**config.mk**
```make
export PLATFORM = sky130hd
export DESIGN_NAME = dac_arbiter_flat
export DESIGN_NICKNAME = d
export VERILOG_FILES = /design/src/rtl/dac_pkg.sv /design/src/rtl/dac_link_if.sv /design/src/rtl/dac_arbiter.sv /design/src/flat_wrapper.sv
export SDC_FILE = /design/constraint.sdc
export NUM_CORES = 1
export LEC_CHECK = 0
export ABC_AREA = 1
export BUFFER_PORTS_ARGS = -buffer_cell sky130_fd_sc_hd__buf_4
export CORE_MARGIN = 4
export CORE_UTILIZATION = 48
export DETAILED_ROUTE_END_ITERATION = 10
export HOLD_SLACK_MARGIN = 0.05
export PLACE_DENSITY = 0.81
export SLEW_MARGIN = 30
export SYNTH_ARGS = -nofsm -noshare
export SYNTH_HDL_FRONTEND = slang
export SYNTH_SLANG_ARGS = --single-unit
```
**constraint.sdc**
```tcl
create_clock -name core_clk -period 3.2 [get_ports core_clk]
set_input_delay 0.48 -clock core_clk [delete_from_list [all_inputs] [get_ports core_clk]]
set_output_delay 0.48 -clock core_clk [all_outputs]
set_load 0.01 [all_outputs]
```
**src/rtl/dac_pkg.sv**
```systemverilog
// Constants and types shared by the DMA arbiter/mode controller and the DMA-side unit.
// Assumes one 100 MHz system clock shared by both ends; the interface joins them.
package dac_pkg;
   // Register indices of the controller's own register port.
   localparam logic [3:0] DAC_REG_CTRL = 4'h0;
   localparam logic [3:0] DAC_REG_STATUS = 4'h1;
   localparam logic [3:0] DAC_REG_SWRESET = 4'h2;
   localparam logic [3:0] DAC_REG_PWRDOWN = 4'h3;
   localparam logic [3:0] DAC_REG_CAUSE = 4'h4;
   // Control register fields.
   localparam int DAC_CTRL_DMA_EN = 0;
   localparam int DAC_CTRL_PAR_EN = 1;
   localparam int DAC_CTRL_SESS_TO_EN = 2;
   localparam int DAC_CTRL_PD_ALLOW = 3;
   localparam int DAC_CTRL_ERR_HALT = 4;
   localparam logic [4:0] DAC_CTRL_RESET = 5'h05;
   // Reset cause encodings.
   localparam logic [1:0] DAC_CAUSE_COLD = 2'h0;
   localparam logic [1:0] DAC_CAUSE_SOFT = 2'h1;
   localparam logic [1:0] DAC_CAUSE_WDOG = 2'h2;
   localparam logic [1:0] DAC_CAUSE_ERR = 2'h3;
   // Timing figures in clocks and their counts.
   localparam int DAC_SESSION_CLOCKS = 1024;
   localparam logic [10:0] DAC_SESSION_CNT = 11'(DAC_SESSION_CLOCKS);
   localparam int DAC_RESET_EXT_CLOCKS = 16;
   localparam logic [4:0] DAC_RESET_EXT_CNT = 5'(DAC_RESET_EXT_CLOCKS);
   localparam int DAC_COLD_MIN_CLOCKS = 4;
   // Word size code the DMA unit must drive.
   localparam logic [1:0] DAC_SIZE_WORD = 2'h2;
   // Arbiter states.
   typedef enum logic [2:0] {
      DAC_ARB_CPU, DAC_ARB_HOLD, DAC_ARB_GRANT, DAC_ARB_EXC, DAC_ARB_REL
   } dac_arb_e;
endpackage : dac_pkg

```
**src/rtl/dac_link_if.sv**
```systemverilog
// Interface joining the DMA arbiter (device end) and the DMA unit (far end).
// Assumes both ends run on the same system clock.
`timescale 1ns/1ps
interface dac_link_if;
   logic dma_bus_request_n;
   logic dma_bus_grant_n;
   logic dma_address_strobe;
   logic [31:0] addr;
   logic [3:0] access_space_id;
   logic [1:0] size;
   logic write_early;
   logic [31:0] wdata;
   logic [31:0] rdata;
   logic data_parity_out;
   logic data_parity_in;
   logic dma_data_ready_n;
   logic memory_exception_n;
   modport device (input dma_bus_request_n, dma_address_strobe, addr, access_space_id, size,
      write_early, wdata, data_parity_out,
      output dma_bus_grant_n, rdata, data_parity_in, dma_data_ready_n, memory_exception_n);
   modport dma (output dma_bus_request_n, dma_address_strobe, addr, access_space_id, size,
      write_early, wdata, data_parity_out,
      input dma_bus_grant_n, rdata, data_parity_in, dma_data_ready_n, memory_exception_n);
endinterface : dac_link_if

```
**src/rtl/dac_arbiter.sv**
```systemverilog
// Device end: DMA bus arbiter, execution-mode sequencer and its register port.
// Assumes memory-side status (ready, errors, protection verdicts) arrives from
// logic on core_clk; the cold reset, halt, request and strobe pins are synchronised here.
`timescale 1ns/1ps
module dac_arbiter
   import dac_pkg::*;
(
   // Clock and cold reset.
   input wire logic core_clk,
   input wire logic rst,
   input wire logic cold_reset_in_n,
   // DMA link.
   dac_link_if.device lnk,
   // Register port.
   input wire logic [3:0] reg_addr,
   input wire logic [31:0] reg_wdata,
   input wire logic reg_wr,
   input wire logic reg_rd,
   output logic [31:0] reg_rdata,
   // Processor side.
   input wire logic cpu_cycle_busy,
   input wire logic cpu_locked,
   input wire logic cpu_error_n,
   input wire logic ext_interrupt,
   input wire logic system_halt_in_n,
   output logic cpu_bus_hold_n,
   output logic cpu_addr_out_en_n,
   output logic cpu_ctrl_out_en_n,
   output logic cpu_data_out_en_n,
   output logic processor_halt_n,
   output logic system_error_n,
   output logic reset_out_n,
   output logic timers_stop,
   // Memory side.
   input wire logic mem_ready,
   input wire logic mem_error,
   input wire logic mem_bus_timeout,
   input wire logic mem_write_violation,
   input wire logic mem_is_register,
   input wire logic [31:0] mem_rdata,
   input wire logic hw_error,
   input wire logic watchdog_timeout,
   output logic mem_start,
   output logic mem_supervisor,
   output logic mem_parity_gen
);
   typedef struct packed {
      logic [1:0] cold_sync;
      logic [1:0] halt_sync;
      logic [1:0] req_sync;
      logic [1:0] as_sync;
      logic cold_seen;
      logic [4:0] rst_cnt;
      logic [1:0] cause;
      logic [4:0] ctrl;
      logic pwr_down;
      logic err_halt;
      logic post_exc;
      dac_arb_e arb;
      logic [10:0] sess_cnt;
      logic in_access;
      logic grant_n;
      logic dma_data_ready_n_n;
      logic memory_exception_n_n;
      logic hold_n;
      logic [31:0] rdata;
      logic par_in;
      logic [31:0] reg_rdata;
      logic start;
      logic sup;
      logic pgen;
      logic oe_n;
      logic phalt_n;
      logic serr_n;
      logic tstop;
      logic rst_out_n;
   } dac_arb_s;
   dac_arb_s st_r, st_nxt;
   logic req, strobe, cold_low, sys_halted, any_halt, soft_rst;
   // Second stages of the pin synchronisers feed all logic.
   always_comb begin
      req = ~st_r.req_sync[1];
      strobe = st_r.as_sync[1];
      cold_low = ~st_r.cold_sync[1];
      sys_halted = ~st_r.halt_sync[1];
      any_halt = sys_halted | st_r.err_halt | st_r.pwr_down;
      soft_rst = reg_wr && reg_addr == DAC_REG_SWRESET;
   end
   // Next-state logic for modes, arbitration, access handling and registers.
   always_comb begin
      st_nxt = st_r;
      st_nxt.cold_sync = {st_r.cold_sync[0], cold_reset_in_n};
      st_nxt.halt_sync = {st_r.halt_sync[0], system_halt_in_n};
      st_nxt.req_sync = {st_r.req_sync[0], lnk.dma_bus_request_n};
      st_nxt.as_sync = {st_r.as_sync[0], lnk.dma_address_strobe};
      st_nxt.start = 1'b0;
      st_nxt.dma_data_ready_n_n = 1'b1;
      st_nxt.memory_exception_n_n = 1'b1;
      st_nxt.reg_rdata = 32'h0000_0000;
      if (st_r.rst_cnt != 5'h00) begin
         st_nxt.rst_cnt = st_r.rst_cnt - 5'h01;
      end
      // Register port reads.
      if (reg_rd) begin
         case (reg_addr)
            DAC_REG_CTRL: st_nxt.reg_rdata = {27'h0, st_r.ctrl};
            DAC_REG_STATUS: st_nxt.reg_rdata = {26'h0, st_r.arb == DAC_ARB_GRANT,
               st_r.pwr_down, st_r.err_halt, sys_halted, st_r.post_exc, ~st_r.grant_n};
            DAC_REG_CAUSE: st_nxt.reg_rdata = {30'h0, st_r.cause};
            default: st_nxt.reg_rdata = 32'h0000_0000;
         endcase
      end
      if (reg_wr && reg_addr == DAC_REG_CTRL) begin
         st_nxt.ctrl = reg_wdata[4:0];
      end
      if (reg_wr && reg_addr == DAC_REG_PWRDOWN && st_r.ctrl[DAC_CTRL_PD_ALLOW]) begin
         st_nxt.pwr_down = 1'b1;
      end
      if (st_r.pwr_down && ext_interrupt) begin
         st_nxt.pwr_down = 1'b0;
      end
      if ((hw_error && st_r.ctrl[DAC_CTRL_ERR_HALT]) || !cpu_error_n) begin
         st_nxt.err_halt = 1'b1;
      end
      // Arbitration.
      st_nxt.hold_n = ~st_nxt.pwr_down;
      case (st_r.arb)
         DAC_ARB_CPU: begin
            st_nxt.grant_n = 1'b1;
            if (req && any_halt) begin
               st_nxt.grant_n = 1'b0;
               st_nxt.arb = DAC_ARB_GRANT;
               st_nxt.sess_cnt = 11'h000;
            end else if (req && st_r.ctrl[DAC_CTRL_DMA_EN] && !cpu_cycle_busy
                  && !cpu_locked && !st_r.post_exc) begin
               st_nxt.hold_n = 1'b0;
               st_nxt.arb = DAC_ARB_HOLD;
            end
            if (!cpu_cycle_busy) begin
               st_nxt.post_exc = 1'b0;
            end
         end
         DAC_ARB_HOLD: begin
            st_nxt.hold_n = 1'b0;
            st_nxt.grant_n = 1'b0;
            st_nxt.arb = DAC_ARB_GRANT;
            st_nxt.sess_cnt = 11'h000;
         end
         DAC_ARB_GRANT: begin
            st_nxt.hold_n = 1'b0;
            if (st_r.sess_cnt != DAC_SESSION_CNT) begin
               st_nxt.sess_cnt = st_r.sess_cnt + 11'h001;
            end
            if (!req && !st_r.in_access) begin
               st_nxt.grant_n = 1'b1;
               st_nxt.arb = DAC_ARB_REL;
            end else if (st_r.ctrl[DAC_CTRL_SESS_TO_EN]
                  && st_r.sess_cnt == DAC_SESSION_CNT - 11'h001) begin
               st_nxt.memory_exception_n_n = 1'b0;
               st_nxt.grant_n = 1'b1;
               st_nxt.in_access = 1'b0;
               st_nxt.arb = DAC_ARB_EXC;
            end else if (!st_r.in_access && strobe) begin
               st_nxt.in_access = 1'b1;
               st_nxt.start = 1'b1;
               st_nxt.sup = mem_is_register ? sys_halted | st_r.err_halt
                  : lnk.access_space_id[0];
               st_nxt.pgen = lnk.write_early && !st_r.ctrl[DAC_CTRL_PAR_EN];
            end else if (st_r.in_access) begin
               if (mem_bus_timeout) begin
                  st_nxt.memory_exception_n_n = 1'b0;
                  st_nxt.grant_n = 1'b1;
                  st_nxt.in_access = 1'b0;
                  st_nxt.arb = DAC_ARB_EXC;
               end else if (mem_error || mem_write_violation) begin
                  st_nxt.memory_exception_n_n = 1'b0;
                  st_nxt.in_access = 1'b0;
                  st_nxt.post_exc = 1'b1;
               end else if (mem_ready) begin
                  st_nxt.dma_data_ready_n_n = 1'b0;
                  st_nxt.rdata = mem_rdata;
                  st_nxt.par_in = ~^mem_rdata;
                  st_nxt.in_access = 1'b0;
               end
            end
         end
         DAC_ARB_EXC: begin
            st_nxt.post_exc = 1'b1;
            st_nxt.arb = DAC_ARB_REL;
         end
         DAC_ARB_REL: begin
            st_nxt.grant_n = 1'b1;
            if (!req) begin
               st_nxt.arb = DAC_ARB_CPU;
            end
         end
         default: st_nxt.arb = DAC_ARB_CPU;
      endcase
      // Cold reset keeps the block cleared; other resets reload ctrl, clear power-down and post-exception and record their cause.
      if (cold_low) begin
         st_nxt = '0;
         st_nxt.cold_sync = {st_r.cold_sync[0], cold_reset_in_n};
         // Synchronisers keep sampling so no false request or halt follows release.
         st_nxt.halt_sync = {st_r.halt_sync[0], system_halt_in_n};
         st_nxt.req_sync = {st_r.req_sync[0], lnk.dma_bus_request_n};
         st_nxt.as_sync = {st_r.as_sync[0], lnk.dma_address_strobe};
         st_nxt.ctrl = DAC_CTRL_RESET;
         st_nxt.arb = DAC_ARB_CPU;
         st_nxt.grant_n = 1'b1;
         st_nxt.dma_data_ready_n_n = 1'b1;
         st_nxt.memory_exception_n_n = 1'b1;
         st_nxt.hold_n = 1'b1;
         st_nxt.cause = DAC_CAUSE_COLD;
         st_nxt.rst_cnt = DAC_RESET_EXT_CNT;
      end else if (soft_rst || watchdog_timeout
            || (hw_error && !st_r.ctrl[DAC_CTRL_ERR_HALT])) begin
         st_nxt.ctrl = DAC_CTRL_RESET;
         st_nxt.pwr_down = 1'b0;
         st_nxt.post_exc = 1'b0;
         st_nxt.cause = soft_rst ? DAC_CAUSE_SOFT
            : (watchdog_timeout ? DAC_CAUSE_WDOG : DAC_CAUSE_ERR);
         st_nxt.rst_cnt = DAC_RESET_EXT_CNT;
      end
      // Derived outputs are registered so that every output leaves a flip-flop.
      st_nxt.oe_n = ~st_nxt.hold_n;
      st_nxt.phalt_n = ~(sys_halted || st_nxt.err_halt);
      st_nxt.serr_n = ~st_nxt.err_halt;
      st_nxt.tstop = sys_halted || st_nxt.err_halt;
      st_nxt.rst_out_n = st_nxt.rst_cnt == 5'h00;
   end
   // State register.
   always_ff @(posedge core_clk or posedge rst) begin
      if (rst) begin
         st_r <= '0;
         st_r.cold_sync <= 2'h3;
         st_r.halt_sync <= 2'h3;
         st_r.req_sync <= 2'h3;
         st_r.ctrl <= DAC_CTRL_RESET;
         st_r.arb <= DAC_ARB_CPU;
         st_r.grant_n <= 1'b1;
         st_r.dma_data_ready_n_n <= 1'b1;
         st_r.memory_exception_n_n <= 1'b1;
         st_r.hold_n <= 1'b1;
         st_r.rst_cnt <= DAC_RESET_EXT_CNT;
         st_r.phalt_n <= 1'b1;
         st_r.serr_n <= 1'b1;
      end else begin
         st_r <= st_nxt;
      end
   end
   // Outputs come straight from the state register.
   assign lnk.dma_bus_grant_n = st_r.grant_n;
   assign lnk.dma_data_ready_n = st_r.dma_data_ready_n_n;
   assign lnk.memory_exception_n = st_r.memory_exception_n_n;
   assign lnk.rdata = st_r.rdata;
   assign lnk.data_parity_in = st_r.par_in;
   assign reg_rdata = st_r.reg_rdata;
   assign cpu_bus_hold_n = st_r.hold_n;
   assign cpu_addr_out_en_n = st_r.oe_n;
   assign cpu_ctrl_out_en_n = st_r.oe_n;
   assign cpu_data_out_en_n = st_r.oe_n;
   assign processor_halt_n = st_r.phalt_n;
   assign system_error_n = st_r.serr_n;
   assign timers_stop = st_r.tstop;
   assign reset_out_n = st_r.rst_out_n;
   assign mem_start = st_r.start;
   assign mem_supervisor = st_r.sup;
   assign mem_parity_gen = st_r.pgen;
endmodule : dac_arbiter

```
**src/flat_wrapper.sv**
```systemverilog
// flat-port wrapper written by rule: the top's interface ports become plain ports
module dac_arbiter_flat import dac_pkg::*;
  (core_clk, rst, cold_reset_in_n, reg_addr, reg_wdata, reg_wr, reg_rd, reg_rdata, cpu_cycle_busy, cpu_locked, cpu_error_n, ext_interrupt, system_halt_in_n, cpu_bus_hold_n, cpu_addr_out_en_n, cpu_ctrl_out_en_n, cpu_data_out_en_n, processor_halt_n, system_error_n, reset_out_n, timers_stop, mem_ready, mem_error, mem_bus_timeout, mem_write_violation, mem_is_register, mem_rdata, hw_error, watchdog_timeout, mem_start, mem_supervisor, mem_parity_gen, lnk_dma_bus_request_n, lnk_dma_address_strobe, lnk_addr, lnk_access_space_id, lnk_size, lnk_write_early, lnk_wdata, lnk_data_parity_out, lnk_dma_bus_grant_n, lnk_rdata, lnk_data_parity_in, lnk_dma_data_ready_n, lnk_memory_exception_n);
  dac_link_if lnk_i ();
  input wire logic core_clk;
  input wire logic rst;
  input wire logic cold_reset_in_n;
  input wire logic [3:0] reg_addr;
  input wire logic [31:0] reg_wdata;
  input wire logic reg_wr;
  input wire logic reg_rd;
  output logic [31:0] reg_rdata;
  input wire logic cpu_cycle_busy;
  input wire logic cpu_locked;
  input wire logic cpu_error_n;
  input wire logic ext_interrupt;
  input wire logic system_halt_in_n;
  output logic cpu_bus_hold_n;
  output logic cpu_addr_out_en_n;
  output logic cpu_ctrl_out_en_n;
  output logic cpu_data_out_en_n;
  output logic processor_halt_n;
  output logic system_error_n;
  output logic reset_out_n;
  output logic timers_stop;
  input wire logic mem_ready;
  input wire logic mem_error;
  input wire logic mem_bus_timeout;
  input wire logic mem_write_violation;
  input wire logic mem_is_register;
  input wire logic [31:0] mem_rdata;
  input wire logic hw_error;
  input wire logic watchdog_timeout;
  output logic mem_start;
  output logic mem_supervisor;
  output logic mem_parity_gen;
  input wire logic [$bits(lnk_i.dma_bus_request_n)-1:0] lnk_dma_bus_request_n;
  input wire logic [$bits(lnk_i.dma_address_strobe)-1:0] lnk_dma_address_strobe;
  input wire logic [$bits(lnk_i.addr)-1:0] lnk_addr;
  input wire logic [$bits(lnk_i.access_space_id)-1:0] lnk_access_space_id;
  input wire logic [$bits(lnk_i.size)-1:0] lnk_size;
  input wire logic [$bits(lnk_i.write_early)-1:0] lnk_write_early;
  input wire logic [$bits(lnk_i.wdata)-1:0] lnk_wdata;
  input wire logic [$bits(lnk_i.data_parity_out)-1:0] lnk_data_parity_out;
  output wire logic [$bits(lnk_i.dma_bus_grant_n)-1:0] lnk_dma_bus_grant_n;
  output wire logic [$bits(lnk_i.rdata)-1:0] lnk_rdata;
  output wire logic [$bits(lnk_i.data_parity_in)-1:0] lnk_data_parity_in;
  output wire logic [$bits(lnk_i.dma_data_ready_n)-1:0] lnk_dma_data_ready_n;
  output wire logic [$bits(lnk_i.memory_exception_n)-1:0] lnk_memory_exception_n;
  assign lnk_i.dma_bus_request_n = lnk_dma_bus_request_n;
  assign lnk_i.dma_address_strobe = lnk_dma_address_strobe;
  assign lnk_i.addr = lnk_addr;
  assign lnk_i.access_space_id = lnk_access_space_id;
  assign lnk_i.size = lnk_size;
  assign lnk_i.write_early = lnk_write_early;
  assign lnk_i.wdata = lnk_wdata;
  assign lnk_i.data_parity_out = lnk_data_parity_out;
  assign lnk_dma_bus_grant_n = lnk_i.dma_bus_grant_n;
  assign lnk_rdata = lnk_i.rdata;
  assign lnk_data_parity_in = lnk_i.data_parity_in;
  assign lnk_dma_data_ready_n = lnk_i.dma_data_ready_n;
  assign lnk_memory_exception_n = lnk_i.memory_exception_n;
  dac_arbiter u_core (.core_clk(core_clk), .rst(rst), .cold_reset_in_n(cold_reset_in_n), .lnk(lnk_i), .reg_addr(reg_addr), .reg_wdata(reg_wdata), .reg_wr(reg_wr), .reg_rd(reg_rd), .reg_rdata(reg_rdata), .cpu_cycle_busy(cpu_cycle_busy), .cpu_locked(cpu_locked), .cpu_error_n(cpu_error_n), .ext_interrupt(ext_interrupt), .system_halt_in_n(system_halt_in_n), .cpu_bus_hold_n(cpu_bus_hold_n), .cpu_addr_out_en_n(cpu_addr_out_en_n), .cpu_ctrl_out_en_n(cpu_ctrl_out_en_n), .cpu_data_out_en_n(cpu_data_out_en_n), .processor_halt_n(processor_halt_n), .system_error_n(system_error_n), .reset_out_n(reset_out_n), .timers_stop(timers_stop), .mem_ready(mem_ready), .mem_error(mem_error), .mem_bus_timeout(mem_bus_timeout), .mem_write_violation(mem_write_violation), .mem_is_register(mem_is_register), .mem_rdata(mem_rdata), .hw_error(hw_error), .watchdog_timeout(watchdog_timeout), .mem_start(mem_start), .mem_supervisor(mem_supervisor), .mem_parity_gen(mem_parity_gen));
endmodule
```
* Word level (Yosys, flattened, before mapping)
Cells that the tools add are included.
** Operators by class
- Bitwise operators :: 9
- Reduce and logical (&&, ||, !) cells :: 41
- Mux-type cells :: 70
- Add/subtract/negate cells :: 2
- Eq/ne operators :: 38
** Operators by type and width (number)
- $mux W33 :: 8
- $mux W92 :: 1
- $ne A4 B4 Y1 const B :: 9
- $mux W3 :: 11
- $pmux W11 S3 :: 1
- $reduce_xnor A32 Y1 :: 1
- $mux W1 :: 30
- $mux W13 :: 2
- $ne A5 B5 Y1 const B :: 5
- $mux W11 :: 2
- $ne A2 B2 Y1 const B :: 10
- $pmux W6 S3 :: 1
- $logic_and A1 B1 Y1 :: 16
- $reduce_and A8 Y1 :: 2
- $pmux W3 S5 :: 1
- $mux W4 :: 3
- $ne A3 B3 Y1 const B :: 4
- $add A11 B1 Y11 const B :: 1
- $eq A11 B10 Y1 const B :: 1
- $ne A11 B11 Y1 const B :: 1
- $mux W5 :: 2
- $eq A4 B2 Y1 const B :: 2
- $mux W2 :: 4
- $reduce_and A4 Y1 :: 2
- other kinds (22) :: 40
** Word-level totals
- Output and inout port bits :: 79
- Register bits after elaboration :: 115
- Logic and storage cells :: 188
- Bits of input ports :: 159

* Depth between registers and ports, before layout
- Depth after elaboration :: 11
- Mapped depth :: 14

* Worst setup path before layout
Ideal clock, no wire load.
- Kind :: flip-flop to flip-flop
- Start point :: register u_core.st_r[78] (netlist bit)
- End point :: register u_core.st_r, in the netlist u_core.lnk.rdata[24]
- Library setup time :: 0.118 ns
- Buffers on the path :: 1
- Data arrival time :: 1.555 ns
- Stages on the path, launching flop included :: 12
- Path slack :: 1.527 ns
- Cell sequence :: dfrtp_1 ha_1 nand3_2 nor2_2 inv_2 nor2_4 nand2_4 nand2_4 nor2_8 inv_4 buf_6 o21ai_2
** On the way
- Longest elaborated chain between the ends :: 4
** RTL lines
- start: declaration :: line dac_arbiter.sv:78 : dac_arb_s st_r, st_nxt;
- start signal: assignment :: line dac_arbiter.sv:248 : st_r <= st_nxt;
- $eq A11 B10 Y1 :: line dac_arbiter.sv:158 : && st_r.sess_cnt == DAC_SESSION_CNT - 11'h001) begin
- $logic_and A1 B1 Y1 :: line dac_arbiter.sv:158
- $ne A2 B2 Y1 (no line)
- $reduce_and A8 Y1 (no line)
Every way passes these cells.
A chain may end at the register's enable or synchronous reset.

* Final worst setup path
- Start point :: register u_core.st_r[78] (netlist bit)
- End point :: register u_core.st_r, in the netlist u_core.lnk.rdata[29]
Same word-level chain as after synthesis.

==> summary.md <==
| Metric | Value |
|---|---|
| Register-to-register setup slack | `1140 ps` |
| Slowest cell on crit path | `dfrtp_1` |
| Area leader, netlist | `dfrtp_1` |
| ANT cells | `0` |
| Synth async-reset ratio | `100%` |
| Top_reg_cell synth | `dfrtp_1` |
| Final Non-Filler Cells | `895` |
| Ratio of total power to cell area | `412 mW/mm^2` |
| Fin. Hold Viols | `0` |
| Status | `completed` |
| Resize count post-CTS | `0` |
| Clock transition at path regs | `100 ps` |
| Setup bufs post-CTS | `0` |
| Largest net degree at the start of global routing | `42` |
| Area grow syn2layout | `14.6%` |
| #FFs+latches synth | `89` |
| Routed WL per cell | `12.6 um` |
| Crit end category | `register` |
| Layout cells sized above 1 | `25.6%` |
| CTS tree | `built` |
| FF/Latch Area | `0.00225 mm^2` |
| Mean Syn Cell Area | `7.86 um^2` |
| Fillers | `1009` |
| Crit path DAT | `2360 ps` |
| Clock network power share | `30.0%` |
| Mapped Area | `0.00528 mm^2` |
| Gpl congestion | `0.832` |
| DP HPWL | `8490 um` |
| CTS H-tree lvls | `3` |
| RSZ-0062 raised after global routing | `no` |
| Yosys top cell area share | `35.1%` |
| First-pass GRT wire length | `18400 um` |
| Worst-case clock buffer depth | `2` |
| Post-CTS Hold Buffers | `0` |
| Int Pwr | `0.00167 W` |
| Clock skew | `9.62 ps` |
| Synth warnings | `0` |
| Cell family with most CP delay | `simple AND/OR/NAND/NOR gates` |
| Worst path depth | `11` |
| DP Worst Slack | `1160 ps` |
| F_max | `486 MHz` |
| Setup TNS | `0 ps` |
| Vias | `4293` |
| Clock Sinks | `89` |
| Slew Viols, Final | `0` |
| CP required | `3500 ps` |
| Worst-path fanout max | `33` |
| R2r worst-path depth | `11` |
| Synth area leaders | `dfrtp_1 (35%), nand2_1 (16%), buf_4 (9.7%)` |
| Max cap viols | `0` |
| Multi-input gate area | `0.00223 mm^2` |
| Row count | `38` |
| Die H | `113 um` |
| Cells after synthesis | `672` |
| Most common cell after layout, fill and taps aside | `nand2_1` |
| Post-synthesis cell type count | `40` |
| Routed WL | `11300 um` |
| Hold slack | `210 ps` |
| CP Class | `register to register` |
| Fin crit period | `2060 ps` |
| Switching part of the total | `33.0%` |
| Residual DRC | `0` |
| Worst-Margin Slew | `738 ps` |
| Initial core utilization | `48.9%` |
| Nets | `912` |
| Num CTS Buffers | `9` |
| Placed Cells | `879` |
| Final critical-path share of the clock period | `64.3%` |
| Critical Path Source Type | `register` |
| Worst reg2reg path startpoint | `u_core.st_r[78]` |
| Psw | `0.000824 W` |
| Initial drt markers | `367` |
| Reg power frac | `48.6%` |
| RR Endpoint | `u_core.lnk.rdata[29]` |
| Core ar. | `0.0108 mm^2` |
| Die W | `113 um` |
| # port buffers | `114` |
| Initial antenna violation count | `0` |
| Vias per cell | `4.80` |
| Total track usage | `17.7%` |
| Detail Route Antenna Nets | `0` |
| Drt first pass iters | `5` |
| Setup violations, final | `0` |
| Slew headroom | `50.8%` |
| Critical Path Source | `u_core.st_r[78]` |
| Most frequent cells in the layout | `nand2_1 (220), buf_4 (117), dfrtp_1 (74)` |
| Max VDD drop | `0.000328 V` |
| Total grt overflow | `0` |
| Worst setup margin | `1140 ps` |
| Min-delay worst type | `primary input to async pin` |
| Worst skew pair latency | `370 ps` |
| CTS Root Cell | `clkbuf_8` |
| Worst setup path endpoint | `u_core.lnk.rdata[29]` |
| Area of the die | `0.0127 mm^2` |
| Register area share after synthesis | `42.5%` |
| Most frequent CP cell | `nand2_4` |
| Max incr delay on CP | `470 ps` |
| CP cell instances | `ha_1 > nand3_2 > nor2_2 > inv_2 > nor2_4 > nand2_4 > nand2_4 > nand2_4 > inv_4 > nand2_1 > o21ai_2` |
| Leak | `3.31 nW` |
| Vias in the first global route | `3995` |
| Num ports | `238` |
| Number of flops mapped to enable cells by yosys | `0` |
| Logic gate share of total power | `21.4%` |
| Worst Path Buf+Inv | `2` |
-- synth_stat cells, types with 2 or more instances --
cell	count
nand3_1	25
o31ai_1	2
clkbuf_1	2
nor3_1	18
inv_2	5
xnor2_1	10
o21ai_2	23
xor2_1	10
nor2_2	2
nor2_4	3
buf_6	6
o22ai_1	3
a21oi_1	7
nor2_1	38
o21ai_0	21
ha_1	3
dfrtp_1	74
and3_1	2
dfstp_2	15
o211ai_1	2
nand2_1	220
nand2_4	4
buf_4	68
a31oi_1	2
nand4_1	16
inv_4	2
nor4_1	2
o221ai_1	2
inv_1	74
-- metal layers --
metal  track usage (%)  wire (um)
met2              28.5       5320
met3              5.08        915
met4              5.37        210
met1              23.3       4830
met5                 0          0
-- final cells by class --
type / count / share of cell area, %
clock buffer: 9 / 2.05
sequential: 89 / 37.1
timing repair buffer: 118 / 14.8
tap: 140 / 2.89
multi-input combinational: 450 / 36.9
inverter: 82 / 5.19
clock inverter: 7 / 1.03
-- through the flow --
step | total power, W | utilization [%] | area (um^2)
detailed placement | 0.00176 | 54.3 | 5870
CTS | 0.00252 | 56.1 | 6050
global placement | 0.00176 | 54.3 | 5870
finish | 0.00249 | 56.1 | 6050
global route | 0.00264 | 56.1 | 6050
floorplan | 0.00162 | - | 5380
-- worst min path at each step --
stage / startpoint / end / slack, ps / cells past startpoint
CTS: system_halt_in_n / u_core.st_r[112] / 200 / 1
global route: system_halt_in_n / u_core.st_r[112] / 180 / 1
floorplan: u_core.st_r[108] / u_core.st_r[109] / 330 / 0
finish: rst / u_core.lnk.rdata[0] / 210 / 2
detailed placement: u_core.st_r[108] / u_core.st_r[109] / 340 / 0
global placement: u_core.st_r[108] / u_core.st_r[109] / 330 / 0
-- registers in the layout (all words and copies together), names as in the netlist --
register,count
u_core.cpu_addr_out_en_n,1
u_core.cpu_bus_hold_n,1
u_core.lnk.data_parity_in,1
u_core.lnk.dma_bus_grant_n,1
u_core.lnk.dma_data_ready_n,1
u_core.lnk.memory_exception_n,1
u_core.lnk.rdata,32
u_core.mem_parity_gen,1
u_core.mem_start,1
u_core.mem_supervisor,1
u_core.processor_halt_n,1
u_core.reg_rdata,6
u_core.reset_out_n,1
u_core.st_r,38
u_core.system_error_n,1
u_core.timers_stop,1
-- cells by family (layout without fill, tap and decap cells) --
kind of cell / count (synthesis) / after routing / share of synthesized area, %
AOI/OAI and AO/OA: 66 / 66 / 8.65
xor gates and xnor gates: 20 / 20 / 3.32
adders and majority gates: 3 / 3 / 0.711
buffers and inverters: 158 / 216 / 17.0
DFF: 89 / 89 / 42.5
other: 1 / 26 / 0.0710
and+or+nand+nor: 335 / 335 / 27.7
-- worst reg2reg max path, cell delays in order (launching register included) --
cell and delay [ps]:
dfrtp_1 470, ha_1 300, nand3_2 110, nor2_2 140
inv_2 70, nor2_4 120, nand2_4 100, nand2_4 140
nand2_4 60, inv_4 270, nand2_1 140, o21ai_2 70
-- power by group through the flow --
stage / Sequential, W / Clock (W) / Combinational (W)
after floorplan: 0.00123 / 0 / 0.000388
final: 0.00121 / 0.000749 / 0.000533
after global routing: 0.00122 / 0.000820 / 0.000598
after detailed placement: 0.00123 / 0 / 0.000531
after global placement: 0.00123 / 0 / 0.000524
after CTS: 0.00121 / 0.000771 / 0.000534
No activity file was read; power rests on OpenSTA's default activity.
